==> src/core/sbsc_consts.svh <==
`ifndef SBSC_CONSTS_SVH
`define SBSC_CONSTS_SVH

// Widths of the address and data paths
`define SBSC_ADDR_W 19
`define SBSC_DATA_W 18
`define SBSC_BURST_W 2

// Clock and sleep recovery timing
`define SBSC_CLK_PERIOD_NS 20
`define SBSC_SLEEP_RECOVERY_NS 20
// Least time, so round up to whole cycles, never below one
`define SBSC_RECOVERY_CYCLES \
  (((`SBSC_SLEEP_RECOVERY_NS + `SBSC_CLK_PERIOD_NS - 1) / \
    `SBSC_CLK_PERIOD_NS) < 1 ? 1 : \
   ((`SBSC_SLEEP_RECOVERY_NS + `SBSC_CLK_PERIOD_NS - 1) / \
    `SBSC_CLK_PERIOD_NS))
`define SBSC_REC_CNT_W 4

// Values the pin stages hold after reset, matching the pad pulls
`define SBSC_FT_PULL 1'b1
`define SBSC_SLEEP_PULL 1'b0
`define SBSC_LBO_RESET 1'b1

// Burst step that opens a burst
`define SBSC_STEP_FIRST 2'h0
`define SBSC_STEP_ONE 2'h1
`define SBSC_LOW_MSB 1
`define SBSC_LOW_LSB 0

`endif

==> src/core/sbsc_pkg.sv <==
package sbsc_pkg;

  // Power state of the device
  typedef enum logic [1:0] {
    SBSC_ACTIVE  = 2'b00,
    SBSC_ASLEEP  = 2'b01,
    SBSC_RECOVER = 2'b10
  } sbsc_state_t;

  // Operation carried by continue cycles
  typedef enum logic [1:0] {
    SBSC_OP_DESEL = 2'b00,
    SBSC_OP_READ  = 2'b01,
    SBSC_OP_WRITE = 2'b10
  } sbsc_op_t;

endpackage

==> src/core/sbsc_burst_if.sv <==
`include "sbsc_consts.svh"
`timescale 1ns/10ps
`default_nettype none

interface sbsc_burst_if;
  logic load;
  logic advance;
  logic interleaved;
  logic [`SBSC_ADDR_W-1:0] start_addr;
  logic [`SBSC_ADDR_W-1:0] addr;

  modport ctl (
    output load,
    output advance,
    output interleaved,
    output start_addr,
    input addr
  );

  modport ctr (
    input load,
    input advance,
    input interleaved,
    input start_addr,
    output addr
  );
endinterface

`default_nettype wire

==> src/core/sbsc_burst_ctr.sv <==
`include "sbsc_consts.svh"
`timescale 1ns/10ps
`default_nettype none

module sbsc_burst_ctr (
  input wire logic clk_sys,
  input wire logic srst,
  sbsc_burst_if.ctr bus
);

  logic [`SBSC_ADDR_W-1:0] base;
  logic [`SBSC_BURST_W-1:0] step;
  logic [`SBSC_ADDR_W-1:0] next_base;
  logic [`SBSC_BURST_W-1:0] next_step;
  logic [`SBSC_BURST_W-1:0] low;

  // Load takes the whole address; continue only moves the step
  always_comb begin
    next_base = base;
    next_step = step;
    if (bus.load) begin
      next_base = bus.start_addr;
      next_step = `SBSC_STEP_FIRST;
    end else if (bus.advance) begin
      next_step = step + `SBSC_STEP_ONE; // RULE_02
    end
  end

  always_ff @(posedge clk_sys) begin
    if (srst) begin
      base <= '0;
      step <= `SBSC_STEP_FIRST;
    end else begin
      base <= next_base;
      step <= next_step;
    end
  end

  // Address after this edge, so a continue uses its new step; the step
  // wraps at four, so the fourth continue returns to the start
  always_comb begin
    if (bus.interleaved) begin
      low = next_base[`SBSC_LOW_MSB:`SBSC_LOW_LSB] ^ next_step; // RULE_01
    end else begin
      low = next_base[`SBSC_LOW_MSB:`SBSC_LOW_LSB] + next_step; // RULE_03
    end
  end

  // Upper bits stay as loaded
  assign bus.addr = {next_base[`SBSC_ADDR_W-1:`SBSC_BURST_W], low}; // RULE_04

endmodule // sbsc_burst_ctr

`default_nettype wire

==> src/core/sbsc_core.sv <==
// Contract
// RULE_01: Interleaved order: start low bits XOR step.
// RULE_02: Burst counter wraps to start after four.
// RULE_03: Order pin low linear, high interleaved.
// RULE_04: Counter moves only two low address bits.
// RULE_05: Controller holds sleep request low normally.
// RULE_06: Sleep entered two clock cycles after request.
// RULE_07: All internal state kept while asleep.
// RULE_08: Asleep: deselected, inputs ignored, outputs high-Z.
// RULE_09: Sleep lasts exactly while request stays high.
// RULE_10: Normal operation resumes after recovery interval.
// RULE_11: Controller finishes accesses before requesting sleep.
// RULE_12: Only deselect or read during recovery.
// RULE_13: Strap selects flow-through or pipelined output.
// RULE_14: Open strap means pipelined; open sleep active.
// RULE_15: Entry delay counted from first high sample.
`include "sbsc_consts.svh"
`timescale 1ns/10ps
`default_nettype none

module sbsc_core (
  input wire logic clk_sys,
  input wire logic srst,
  // Asynchronous pins
  input wire logic sleep_request,
  input wire logic flow_through_select_n,
  input wire logic linear_burst_order_select_n,
  // Synchronous command pins from the controller
  input wire logic clock_enable_n,
  input wire logic chip_enable,
  input wire logic burst_advance,
  input wire logic write_n,
  input wire logic [`SBSC_ADDR_W-1:0] addr,
  // Array port
  output logic [`SBSC_ADDR_W-1:0] mem_addr,
  output logic mem_rd,
  output logic mem_wr,
  input wire logic [`SBSC_DATA_W-1:0] mem_rd_data,
  // Data pins, output half only
  output logic [`SBSC_DATA_W-1:0] dq_out,
  output logic dq_oe_n,
  // Status
  output logic sleep_active,
  output logic sleep_recovering
);

  sbsc_burst_if burst ();

  // Pin synchronisers
  logic sleep_meta;
  logic sleep_sync;
  logic ft_meta;
  logic ft_sync;
  logic lbo_meta;
  logic lbo_sync;

  // Power state
  sbsc_pkg::sbsc_state_t state;
  sbsc_pkg::sbsc_state_t next_state;
  logic [`SBSC_REC_CNT_W-1:0] rec_cnt;
  logic [`SBSC_REC_CNT_W-1:0] next_rec_cnt;

  // Command state
  sbsc_pkg::sbsc_op_t op;
  sbsc_pkg::sbsc_op_t next_op;
  logic next_mem_rd;
  logic next_mem_wr;
  logic [`SBSC_ADDR_W-1:0] next_mem_addr;
  logic take_cmd;
  logic writes_ok;

  // Read data path
  logic [`SBSC_DATA_W-1:0] pipe_data;
  logic pipe_valid;
  logic dq_drive;
  logic [`SBSC_DATA_W-1:0] next_pipe_data;
  logic next_pipe_valid;
  logic [`SBSC_DATA_W-1:0] next_dq_out;
  logic next_dq_drive;

  // Two flops per pin; reset values match the pad pulls
  always_ff @(posedge clk_sys) begin
    if (srst) begin
      sleep_meta <= `SBSC_SLEEP_PULL; // RULE_14
      sleep_sync <= `SBSC_SLEEP_PULL;
      ft_meta <= `SBSC_FT_PULL; // RULE_14
      ft_sync <= `SBSC_FT_PULL;
      lbo_meta <= `SBSC_LBO_RESET;
      lbo_sync <= `SBSC_LBO_RESET;
    end else begin
      sleep_meta <= sleep_request;
      sleep_sync <= sleep_meta; // RULE_15
      ft_meta <= flow_through_select_n;
      ft_sync <= ft_meta;
      lbo_meta <= linear_burst_order_select_n;
      lbo_sync <= lbo_meta;
    end
  end

  // The two synchroniser stages are the two-cycle entry delay, so
  // no separate counter is needed and the pin is never read raw
  always_comb begin
    next_state = state;
    next_rec_cnt = rec_cnt;
    case (state)
      sbsc_pkg::SBSC_ACTIVE: begin
        if (sleep_sync) begin
          next_state = sbsc_pkg::SBSC_ASLEEP; // RULE_06
        end
      end
      sbsc_pkg::SBSC_ASLEEP: begin
        if (!sleep_sync) begin
          next_state = sbsc_pkg::SBSC_RECOVER; // RULE_09
          next_rec_cnt = '0;
        end
      end
      sbsc_pkg::SBSC_RECOVER: begin
        if (sleep_sync) begin
          next_state = sbsc_pkg::SBSC_ASLEEP;
        end else if (rec_cnt ==
                     `SBSC_REC_CNT_W'(`SBSC_RECOVERY_CYCLES - 1)) begin
          next_state = sbsc_pkg::SBSC_ACTIVE; // RULE_10
        end else begin
          next_rec_cnt = rec_cnt + `SBSC_REC_CNT_W'(1);
        end
      end
      default: begin
        next_state = sbsc_pkg::SBSC_ACTIVE;
      end
    endcase
  end

  always_ff @(posedge clk_sys) begin
    if (srst) begin
      state <= sbsc_pkg::SBSC_ACTIVE;
      rec_cnt <= '0;
    end else begin
      state <= next_state;
      rec_cnt <= next_rec_cnt;
    end
  end

  // Commands are taken only while awake and not stalled
  assign take_cmd = (state != sbsc_pkg::SBSC_ASLEEP) && !sleep_sync &&
                    !clock_enable_n; // RULE_08
  // Writes during recovery are dropped as a guard against a bad host
  assign writes_ok = (state == sbsc_pkg::SBSC_ACTIVE); // RULE_12

  assign burst.load = take_cmd && !burst_advance && chip_enable;
  assign burst.advance = take_cmd && burst_advance &&
                         (op != sbsc_pkg::SBSC_OP_DESEL);
  assign burst.interleaved = lbo_sync; // RULE_03
  assign burst.start_addr = addr;

  sbsc_burst_ctr u_burst_ctr (
    .clk_sys(clk_sys),
    .srst(srst),
    .bus(burst.ctr)
  );

  // Decode the command; continue cycles repeat the last operation
  always_comb begin
    next_op = op;
    next_mem_rd = 1'b0;
    next_mem_wr = 1'b0;
    next_mem_addr = mem_addr;
    if (take_cmd) begin
      if (!burst_advance) begin
        if (!chip_enable) begin
          next_op = sbsc_pkg::SBSC_OP_DESEL;
        end else if (!write_n) begin
          next_op = sbsc_pkg::SBSC_OP_WRITE;
          next_mem_addr = addr;
          next_mem_wr = writes_ok;
        end else begin
          next_op = sbsc_pkg::SBSC_OP_READ;
          next_mem_addr = addr;
          next_mem_rd = 1'b1;
        end
      end else if (op != sbsc_pkg::SBSC_OP_DESEL) begin
        // Counter address after this advance
        next_mem_addr = {mem_addr[`SBSC_ADDR_W-1:`SBSC_BURST_W],
                         burst.addr[`SBSC_LOW_MSB:`SBSC_LOW_LSB]};
        next_mem_rd = (op == sbsc_pkg::SBSC_OP_READ);
        next_mem_wr = (op == sbsc_pkg::SBSC_OP_WRITE) && writes_ok;
      end
    end
  end

  // Registers hold their values while asleep; only the mem_rd and mem_wr strobes clear
  always_ff @(posedge clk_sys) begin
    if (srst) begin
      op <= sbsc_pkg::SBSC_OP_DESEL;
      mem_rd <= 1'b0;
      mem_wr <= 1'b0;
      mem_addr <= '0;
    end else begin
      op <= next_op; // RULE_07
      mem_rd <= next_mem_rd;
      mem_wr <= next_mem_wr;
      mem_addr <= next_mem_addr;
    end
  end

  // Read data: flow-through drives the array word one edge after the
  // strobe, pipelined holds it in one more register first
  always_comb begin
    next_pipe_data = pipe_data;
    next_pipe_valid = pipe_valid;
    next_dq_out = dq_out;
    next_dq_drive = dq_drive;
    if (state != sbsc_pkg::SBSC_ASLEEP) begin
      next_pipe_data = mem_rd_data;
      next_pipe_valid = mem_rd;
      if (!ft_sync) begin
        next_dq_out = mem_rd_data; // RULE_13
        next_dq_drive = mem_rd;
      end else begin
        next_dq_out = pipe_data; // RULE_13
        next_dq_drive = pipe_valid;
      end
    end
  end

  always_ff @(posedge clk_sys) begin
    if (srst) begin
      pipe_data <= '0;
      pipe_valid <= 1'b0;
      dq_out <= '0;
      dq_drive <= 1'b0;
    end else begin
      pipe_data <= next_pipe_data; // RULE_07
      pipe_valid <= next_pipe_valid;
      dq_out <= next_dq_out;
      dq_drive <= next_dq_drive;
    end
  end

  // Bus released at once in sleep, drive state restored on wake
  assign dq_oe_n = !dq_drive || (state == sbsc_pkg::SBSC_ASLEEP); // RULE_08
  assign sleep_active = (state == sbsc_pkg::SBSC_ASLEEP);
  assign sleep_recovering = (state == sbsc_pkg::SBSC_RECOVER);

endmodule // sbsc_core

`default_nettype wire

==> config.mk <==
export PLATFORM = sky130hd
export DESIGN_NAME = sbsc_core
export DESIGN_NICKNAME = d
export VERILOG_FILES = /design/src/core/sbsc_pkg.sv /design/src/core/sbsc_burst_if.sv /design/src/core/sbsc_burst_ctr.sv /design/src/core/sbsc_core.sv
export VERILOG_INCLUDE_DIRS = /design/src /design/src/core
export SDC_FILE = /design/constraint.sdc
export NUM_CORES = 1
export LEC_CHECK = 0
export ABC_CLOCK_PERIOD_IN_PS = 4450
export BUFFER_PORTS_ARGS = -buffer_cell sky130_fd_sc_hd__buf_2
export CAP_MARGIN = 20
export CORE_UTILIZATION = 35
export CTS_CLUSTER_DIAMETER = 60
export CTS_CLUSTER_SIZE = 30
export DETAILED_ROUTE_END_ITERATION = 6
export GPL_TIMING_DRIVEN = 0
export PLACE_DENSITY_LB_ADDON = 0.25
export SETUP_SLACK_MARGIN = 0.05
export SYNTH_ARGS = -nofsm -noshare
export SYNTH_HDL_FRONTEND = slang
export SYNTH_HIERARCHICAL = 1
export SYNTH_SLANG_ARGS = --single-unit
export TNS_END_PERCENT = 5
==> constraint.sdc <==
create_clock -name clk_sys -period 4.45 [get_ports clk_sys]
set_input_delay 0.445 -clock clk_sys [delete_from_list [all_inputs] [get_ports clk_sys]]
set_output_delay 0.445 -clock clk_sys [all_outputs]
set_load 0.01 [all_outputs]
==> results, run 1 <==
- The run finished with clean final reports.
- The number of instances in the synthesized netlist is 374.
- TritonCTS created 9 clock buffers.
- A synthesized cell averages 8.832 µm².
- The critical path endpoint category is a register.
- After detailed routing, the number of vias per cell comes to 5.138.
- The highest net fanout along the worst path is 10.
- The setup fix buffers added after clock tree synthesis is 0.
- The data required time of the worst path is 4.70 ns.
- The total design power is 0.001371 W.
- In this run the remaining antenna-violating nets after routing total 0.
- The number of levels the H-tree was split into is 3.
- The worst path in the final design needs a cycle of 2.914 ns, including I/O delays and setup.
- The sequential cells in the finished layout cover a total of 1541 µm².
- The die outline area is 9830 µm².
- The via count of the first global-routing pass was 2894.
- After layout, the worst setup slack is 1.536 ns.
- Summing all multi-input logic gate instances after layout gives 1529 µm².
- The critical path start-end classification is reg -> reg.
- The final hold violation count is 0.
- The floorplan die width is 99.15 µm.
- For this design the ratio of total power to cell area is 338.2 nW/µm².
- CTS saw 77 sinks.
- Across the run, the number of max-cap violations was 0.
- In this run, the number of DRC markers left after iteration 0 of detailed routing was 132.
- Entering global routing, the biggest net connects 14 pins.
- The aggregate global routing overflow is 0.
- In this run the static leakage power is 1.818 nW.
- The CTS root buffer is clkbuf_8.
- The total track usage is 17.11%.
- The worst-case clock buffer depth is 2.
- The global-route wire length before repair is 13300 µm.
- The number of warning messages in the yosys log is 6.
- Measured on the finished design, the core utilization comes to 44.10%.
- The data arrival time of the critical path is 3.17 ns.
- Setup repair after global routing left no endpoint under its margin.
- The row count is 35.
- The boundary pin count is 88.
- In this run the vertical extent of the chip is 99.15 µm.
- The antenna diode count is 0.
- The routed length per placed instance is 14.06 µm.
- The clock transition time at the flip-flop clock pins of the worst setup and hold paths is 0.08 ns.
- Relative to the synthesized area, the layout overhead comes to 22.77%.
- The worst path uses 65.47% of the clock period.
- The beginning of the critical path is sleep_sync.
- For this block, the routed nets add up to 8268 µm of wire.
- Buffers inserted to repair hold after CTS numbered 0.
- In this run the tightest slew margin relative to its limit is 61.41%.
- The clock latency at the later pin of the worst-skew pair is 0.35 ns.
- For the pin with the worst max-slew slack, the measured transition is 0.5789 ns.
- The number of nets at the end of the flow is 521.
- The post-route netlist has 27.46% of its cells at a drive strength greater than 1.
- The total via count after detailed routing is 3021.
- The total iterations of the first detailed-routing run is 4.
- In the final timing run, aggregate negative setup slack is 0 ns.
- The final setup violation count is 0.
- VDD sags by at most 0.0001746 V.
- Clock skew on the completed layout was measured at 0.006925 ns.
- The class of the worst hold path is in -> reg.
- OpenSTA, run right after detailed placement, puts the worst setup slack at 1.343 ns.
- The initial antenna violation count was 0.
- The number of gates resized after CTS is 0.
- In the routed design, unresolved DRC markers number 0.
- The wire-length estimate of the detail-placed layout is 5953 µm.
- The startpoint identified for the worst register-to-register timing path is sleep_sync.
- The timing-limited maximum frequency is 343.2 MHz.
- STA classifies the critical path startpoint as a register.
- The placer's final routability congestion estimate is 0.7792.
- The final max-slew violation count is 0.
- The CTS tree is done.
- In this run the tool buffered the top-level ports with 87 buffer cells.
- Counting every net in the synthesized netlist gives 423.
- After floorplanning, the core was sized to cover 9196 µm².
- The cell area that synthesis handed to floorplanning was 3303 µm².
- The layout has 961 filler cells.
- Once the floorplan was initialized, standard cells occupied 35.92% of the core.
- In this run the most critical hold path is launched from linear_burst_order_select_n.
==> through the flow <==
stage	instance area (µm²)	instances	hold slack [ns]
after global routing	4055	588	0.2656
after detailed placement	3877	572	0.3972
final	4055	588	0.2780
after floorplan	3303	374	0.3895
after global placement	3877	572	0.3921
after CTS	4055	588	0.2612
==> sequential cells by signal, indices dropped and copies added (netlist names), 2 cells and up <==
register	cells
u_burst_ctr/step	2
pipe_data	18
rec_cnt	4
dq_out	18
op	2
state	2
mem_addr	19
u_burst_ctr/base	2
==> placed cells by master (no fill, tap or decap), drive strengths merged, types with 3 or more instances in the layout <==
master,instances
a211oi,20
nor2,26
nand3,4
or4,3
a21oi,41
inv,8
mux2i,19
o31ai,19
clkinvlp,3
nand2,43
nand2b,5
o21ai,5
ha,3
or2,6
buf,106
xnor2,4
nor3,4
nand3b,3
nor2b,6
dfxtp,77
nand4,18
clkbuf,32
==> final cells by class <==
cell class / count / share of cell area (%)
well taps: 111 / 3.425
inverters: 8 / 0.8022
plain buffers: 40 / 4.937
multi-input cells: 249 / 37.70
clock buffers: 11 / 3.487
repair buffers: 87 / 10.74
flip-flops and latches: 77 / 38.01
clock inverters: 5 / 0.8948
==> layer usage <==
metal | wire length, µm | vias up | GRT usage [%] | part of all wire, %
li1 | - | 1524 | - | -
met1 | 3871 | 1415 | 21.38 | 47
met2 | 3914 | 74 | 28.67 | 47
met3 | 388 | 8 | 4.638 | 4.7
met4 | 93 | 0 | 5.656 | 1.1
met5 | 0 | - | 0 | 0
==> critical path, stage by stage, from the launching register on <==
cell,delay (ns)
dfxtp_1,0.33
or2_2,0.29
clkbuf_1,0.17
clkbuf_1,0.27
nor3_1,0.28
buf_6,0.14
buf_8,0.08
mux2_2,0.33
ha_1,0.19
nand2b_1,0.08
xnor2_1,0.11
inv_1,0.05
a32o_1,0.23
a221oi_1,0.26
==> report_power, final <==
group          switching [W]  total [W]  internal, W
sequential         0.0000147   0.000735     0.000720
combinational      0.0000895   0.000157    0.0000671
clock               0.000262   0.000480     0.000218
==> path summary, 6_finish.rpt <==
kind,endpoint,slack [ns],depth (start not counted)
max,mem_addr[1],1.54,13
max reg2reg,mem_addr[1],1.54,13
min,lbo_meta,0.28,2
min reg2reg,ft_sync,0.41,1
Power figures use the tool's default switching activity.
==> run 2: changes to the inputs <==
ABC_CLOCK_PERIOD_IN_PS = 2800   (was 4450)
clock period = 2.8 ns   (was 4.45 ns; I/O delays follow)
==> results, run 2 (synthesis gave the netlist of run 1 again) <==
- The flow ran to the end, and the final reports show no timing, DRC or antenna violations.
- The boundary pin count is 88 (unchanged).
- The final cell count without fillers is 586 (-0.34%).
- The worst setup path is launched from a register.
- The total track usage is 17.09% (about the same).
- The final setup violation count was 0 (unchanged).
- The floorplan core area is 9196 µm² (unchanged).
- The estimated wirelength of the detail-placed design came to 5953 µm (unchanged).
- The CTS root buffer is clkbuf_8.
- The fraction of final layout cells sized beyond drive strength 1 is 28.00% (+0.54 points).
- The proportion of power drawn by the clock network is 35.1% (about the same).
- The worst-case hold slack is 0.1104 ns (-0.1677 ns).
- The worst register-to-register path ends at mem_addr[1].
- The total iterations of the first detailed-routing run is 4 (unchanged).
- The internal power summed over all cells was 0.001600 W (+59%).
- The via count of the first global-routing pass is 2897 (+0.10%).
- The CTS tree is done.
- The global-route wire length before repair is 13300 µm (unchanged).
- The post-route minimum period is 2.547 ns (-0.3667 ns).
- The clock transition time at the flip-flop clock pins of the worst setup and hold paths was 0.08 ns (about the same).
- The number of input and output port buffers inserted was 87 (unchanged).
- In this run the critical register-to-register path is launched from state[1].
- The clock latency at the later pin of the worst-skew pair is 0.35 ns (about the same).
- The row count is 35 (unchanged).
- The die outline area was 9830 µm² (unchanged).
- The highest net fanout along the worst path was 19 (+9).
- The data required time of the worst path came to 3.07 ns (-1.63 ns).
- For this design, the slowest cell found on the critical path is mux2_2.
- The largest registers in the layout are mem_addr (19), dq_out (18), pipe_data (18).
- The aggregate global routing overflow is 0 (unchanged).
- The library cells used most frequently in the layout, excluding fill and tap cells, are buf_2 (99), dfxtp_1 (77), nand2_1 (43).
- The routed length per placed instance is 14.18 µm (+0.88%).
- The placer's final routability congestion estimate is 0.7792 (unchanged).
- The timing-limited maximum frequency came to 392.6 MHz (+14%).
- The maximum number of pins on one net before global-route repair is 20 (+6).
- The worst hold path startpoint is linear_burst_order_select_n.
- The register with the highest flop count is mem_addr.
- The layout filler cell count is 962 (+0.10%).
- The switching share of power is 26.96% (+0.24 points).
- The DRC marker count from the first detailed-route iteration is 140 (+6.1%).
- The number of max-cap violations is 0 (unchanged).
- In this run the worst hold path is classified as in -> reg.
- The maximum resistive drop on vdd is 0.0002776 V (+59%).
- Setup repair after global routing left no endpoint under its margin.
- The number of flip-flops under the largest register name is 19 (unchanged).
- The final standard cell utilization of the core is 44.39% (+0.30 points).
- The total area of sequential cells is 1541 µm² (unchanged).
- The final worst clock skew is 0.007335 ns (+0.0004107 ns).
- The number of gates resized after CTS was 4 (+4).
- The sequential group share of total power is 53.3% (-0.3 points).
- The multi-input combinational cell area came to 1549 µm² (+1.3%).
- The critical path endpoint category is a register.
- The antenna diode count is 0 (unchanged).
- The overall routed net length is 8312 µm (+0.53%).
- The post-route clock period utilization is 90.96% (+25 points).
- The post-route worst setup slack came to 0.2532 ns (-1.283 ns).
- The total instance count after detailed placement is 572 (unchanged).
- The floorplan die width came to 99.15 µm (unchanged).
- The residual antenna-violating net count after detailed routing was 0 (unchanged).
- The combinational power share is 11.6% (+0.2 points).
- The transition at the pin with the smallest max-transition slack came to 0.5854 ns (+0.006557 ns).
- The DRC violation count after routing came to 0 (unchanged).
- Walking the worst path, the cells encountered are buf_4, nand2b_1, buf_6, inv_6, nor3_4, buf_6, buf_8, mux2_2, ha_1, nand2b_1, xnor2_1, inv_1, a32o_1, a221oi_2.
- The number of vias per cell after detailed routing was 5.126 (-0.22%).
- The cell depth of the worst flop-to-flop path is 14 (+1).
- The starting density of the core came to 35.92% (unchanged).
- The worst hold path depth is 2 (unchanged).
- The final max-slew violation count is 0 (unchanged).
- The overall die height is 99.15 µm (unchanged).
- The setup fix buffers added after clock tree synthesis is 0 (unchanged).
- The library cell used most frequently in the layout, excluding fill and tap cells, is buf_2.
- The worst max-slew margin expressed relative to the limit was 60.97% (-0.44 points).
- The maximum single-stage delay on the critical path was 0.33 ns (about the same).
- The clock sink count is 77 (unchanged).
- The total power density per cell area came to 536.5 nW/µm² (+59%).
- The final hold violation count is 0 (unchanged).
- The data arrival time of the critical path is 2.81 ns (-0.36 ns).
- The initial antenna violation count is 0 (unchanged).
- The cell family contributing the most delay on the critical path is buffers and inverters.
- The worst slack at placement came to -0.1422 ns (-1.485 ns).
- The number of levels the H-tree was split into is 3 (unchanged).
- The worst setup slack for register-to-register paths is 0.25 ns (-1.28 ns).
- The number of buffers created by CTS is 9 (unchanged).
- The buffer and inverter count on the worst path was 6 (+1).
- The worst-case clock buffer depth came to 2 (unchanged).
- The number of buffers inserted for hold repair after clock tree synthesis was 0 (unchanged).
- The total via count after detailed routing was 3004 (-0.56%).
- The critical path in this run is classified as reg -> reg.
- The leakage power figure came to 1.820 nW (+0.14%).
- The signed area change from the synthesized netlist to the final layout is 23.60%.
- The capture endpoint of the worst hold path is lbo_meta.
- The sum of negative setup slack was 0 ns (unchanged).
- The number of nets at the end of the flow is 519 (-0.38%).
- The reported net switching power is 0.0005906 W (+61%).
==> run 2: area by class of cell <==
cell class | count | area share [%]
clock inverters | 5 | 0.8888
inverters | 8 | 0.8581
repair buffers | 87 | 10.67
plain buffers | 38 | 5.026
multi-input cells | 249 | 37.94
well taps | 111 | 3.402
flip-flops and latches | 77 | 37.76
clock buffers | 11 | 3.463
==> run 2: power groups by stage <==
stage / Combinational [W] / Sequential, W / Clock (W)
finish: 0.000254 / 0.00117 / 0.000768
global route: 0.000281 / 0.00117 / 0.000842
floorplan: 0.000136 / 0.00120 / 0
global placement: 0.000245 / 0.00119 / 0
CTS: 0.000253 / 0.00117 / 0.000789
detailed placement: 0.000251 / 0.00119 / 0
==> run 2: worst max-delay path by stage <==
stage / slack [ns] / to / cells past startpoint / startpoint
after global placement: -0.17 / mem_addr[1] / 14 / clock_enable_n
after CTS: 0.16 / mem_addr[1] / 14 / state[1]
after floorplan: 0.15 / mem_addr[1] / 13 / sleep_sync
after detailed placement: -0.14 / mem_addr[1] / 14 / clock_enable_n
after global routing: 0.05 / mem_addr[1] / 14 / state[1]
final: 0.25 / mem_addr[1] / 14 / state[1]
==> run 2: layer usage <==
layer / vias up / wire length [µm] / share of wire (%) / track usage [%]
met3: 8 / 396 / 4.8 / 4.638
met5: - / 0 / 0 / 0
met2: 69 / 3894 / 47 / 28.56
li1: 1521 / - / - / -
met1: 1406 / 3925 / 47 / 21.43
met4: 0 / 95 / 1.1 / 5.656
==> run 2: through the flow <==
stage,instance area (µm²),power [W]
after floorplan,3303,0.001339
after global placement,3877,0.001437
after detailed placement,3877,0.001443
after CTS,4061,0.002209
after global routing,4083,0.002298
final,4083,0.002190
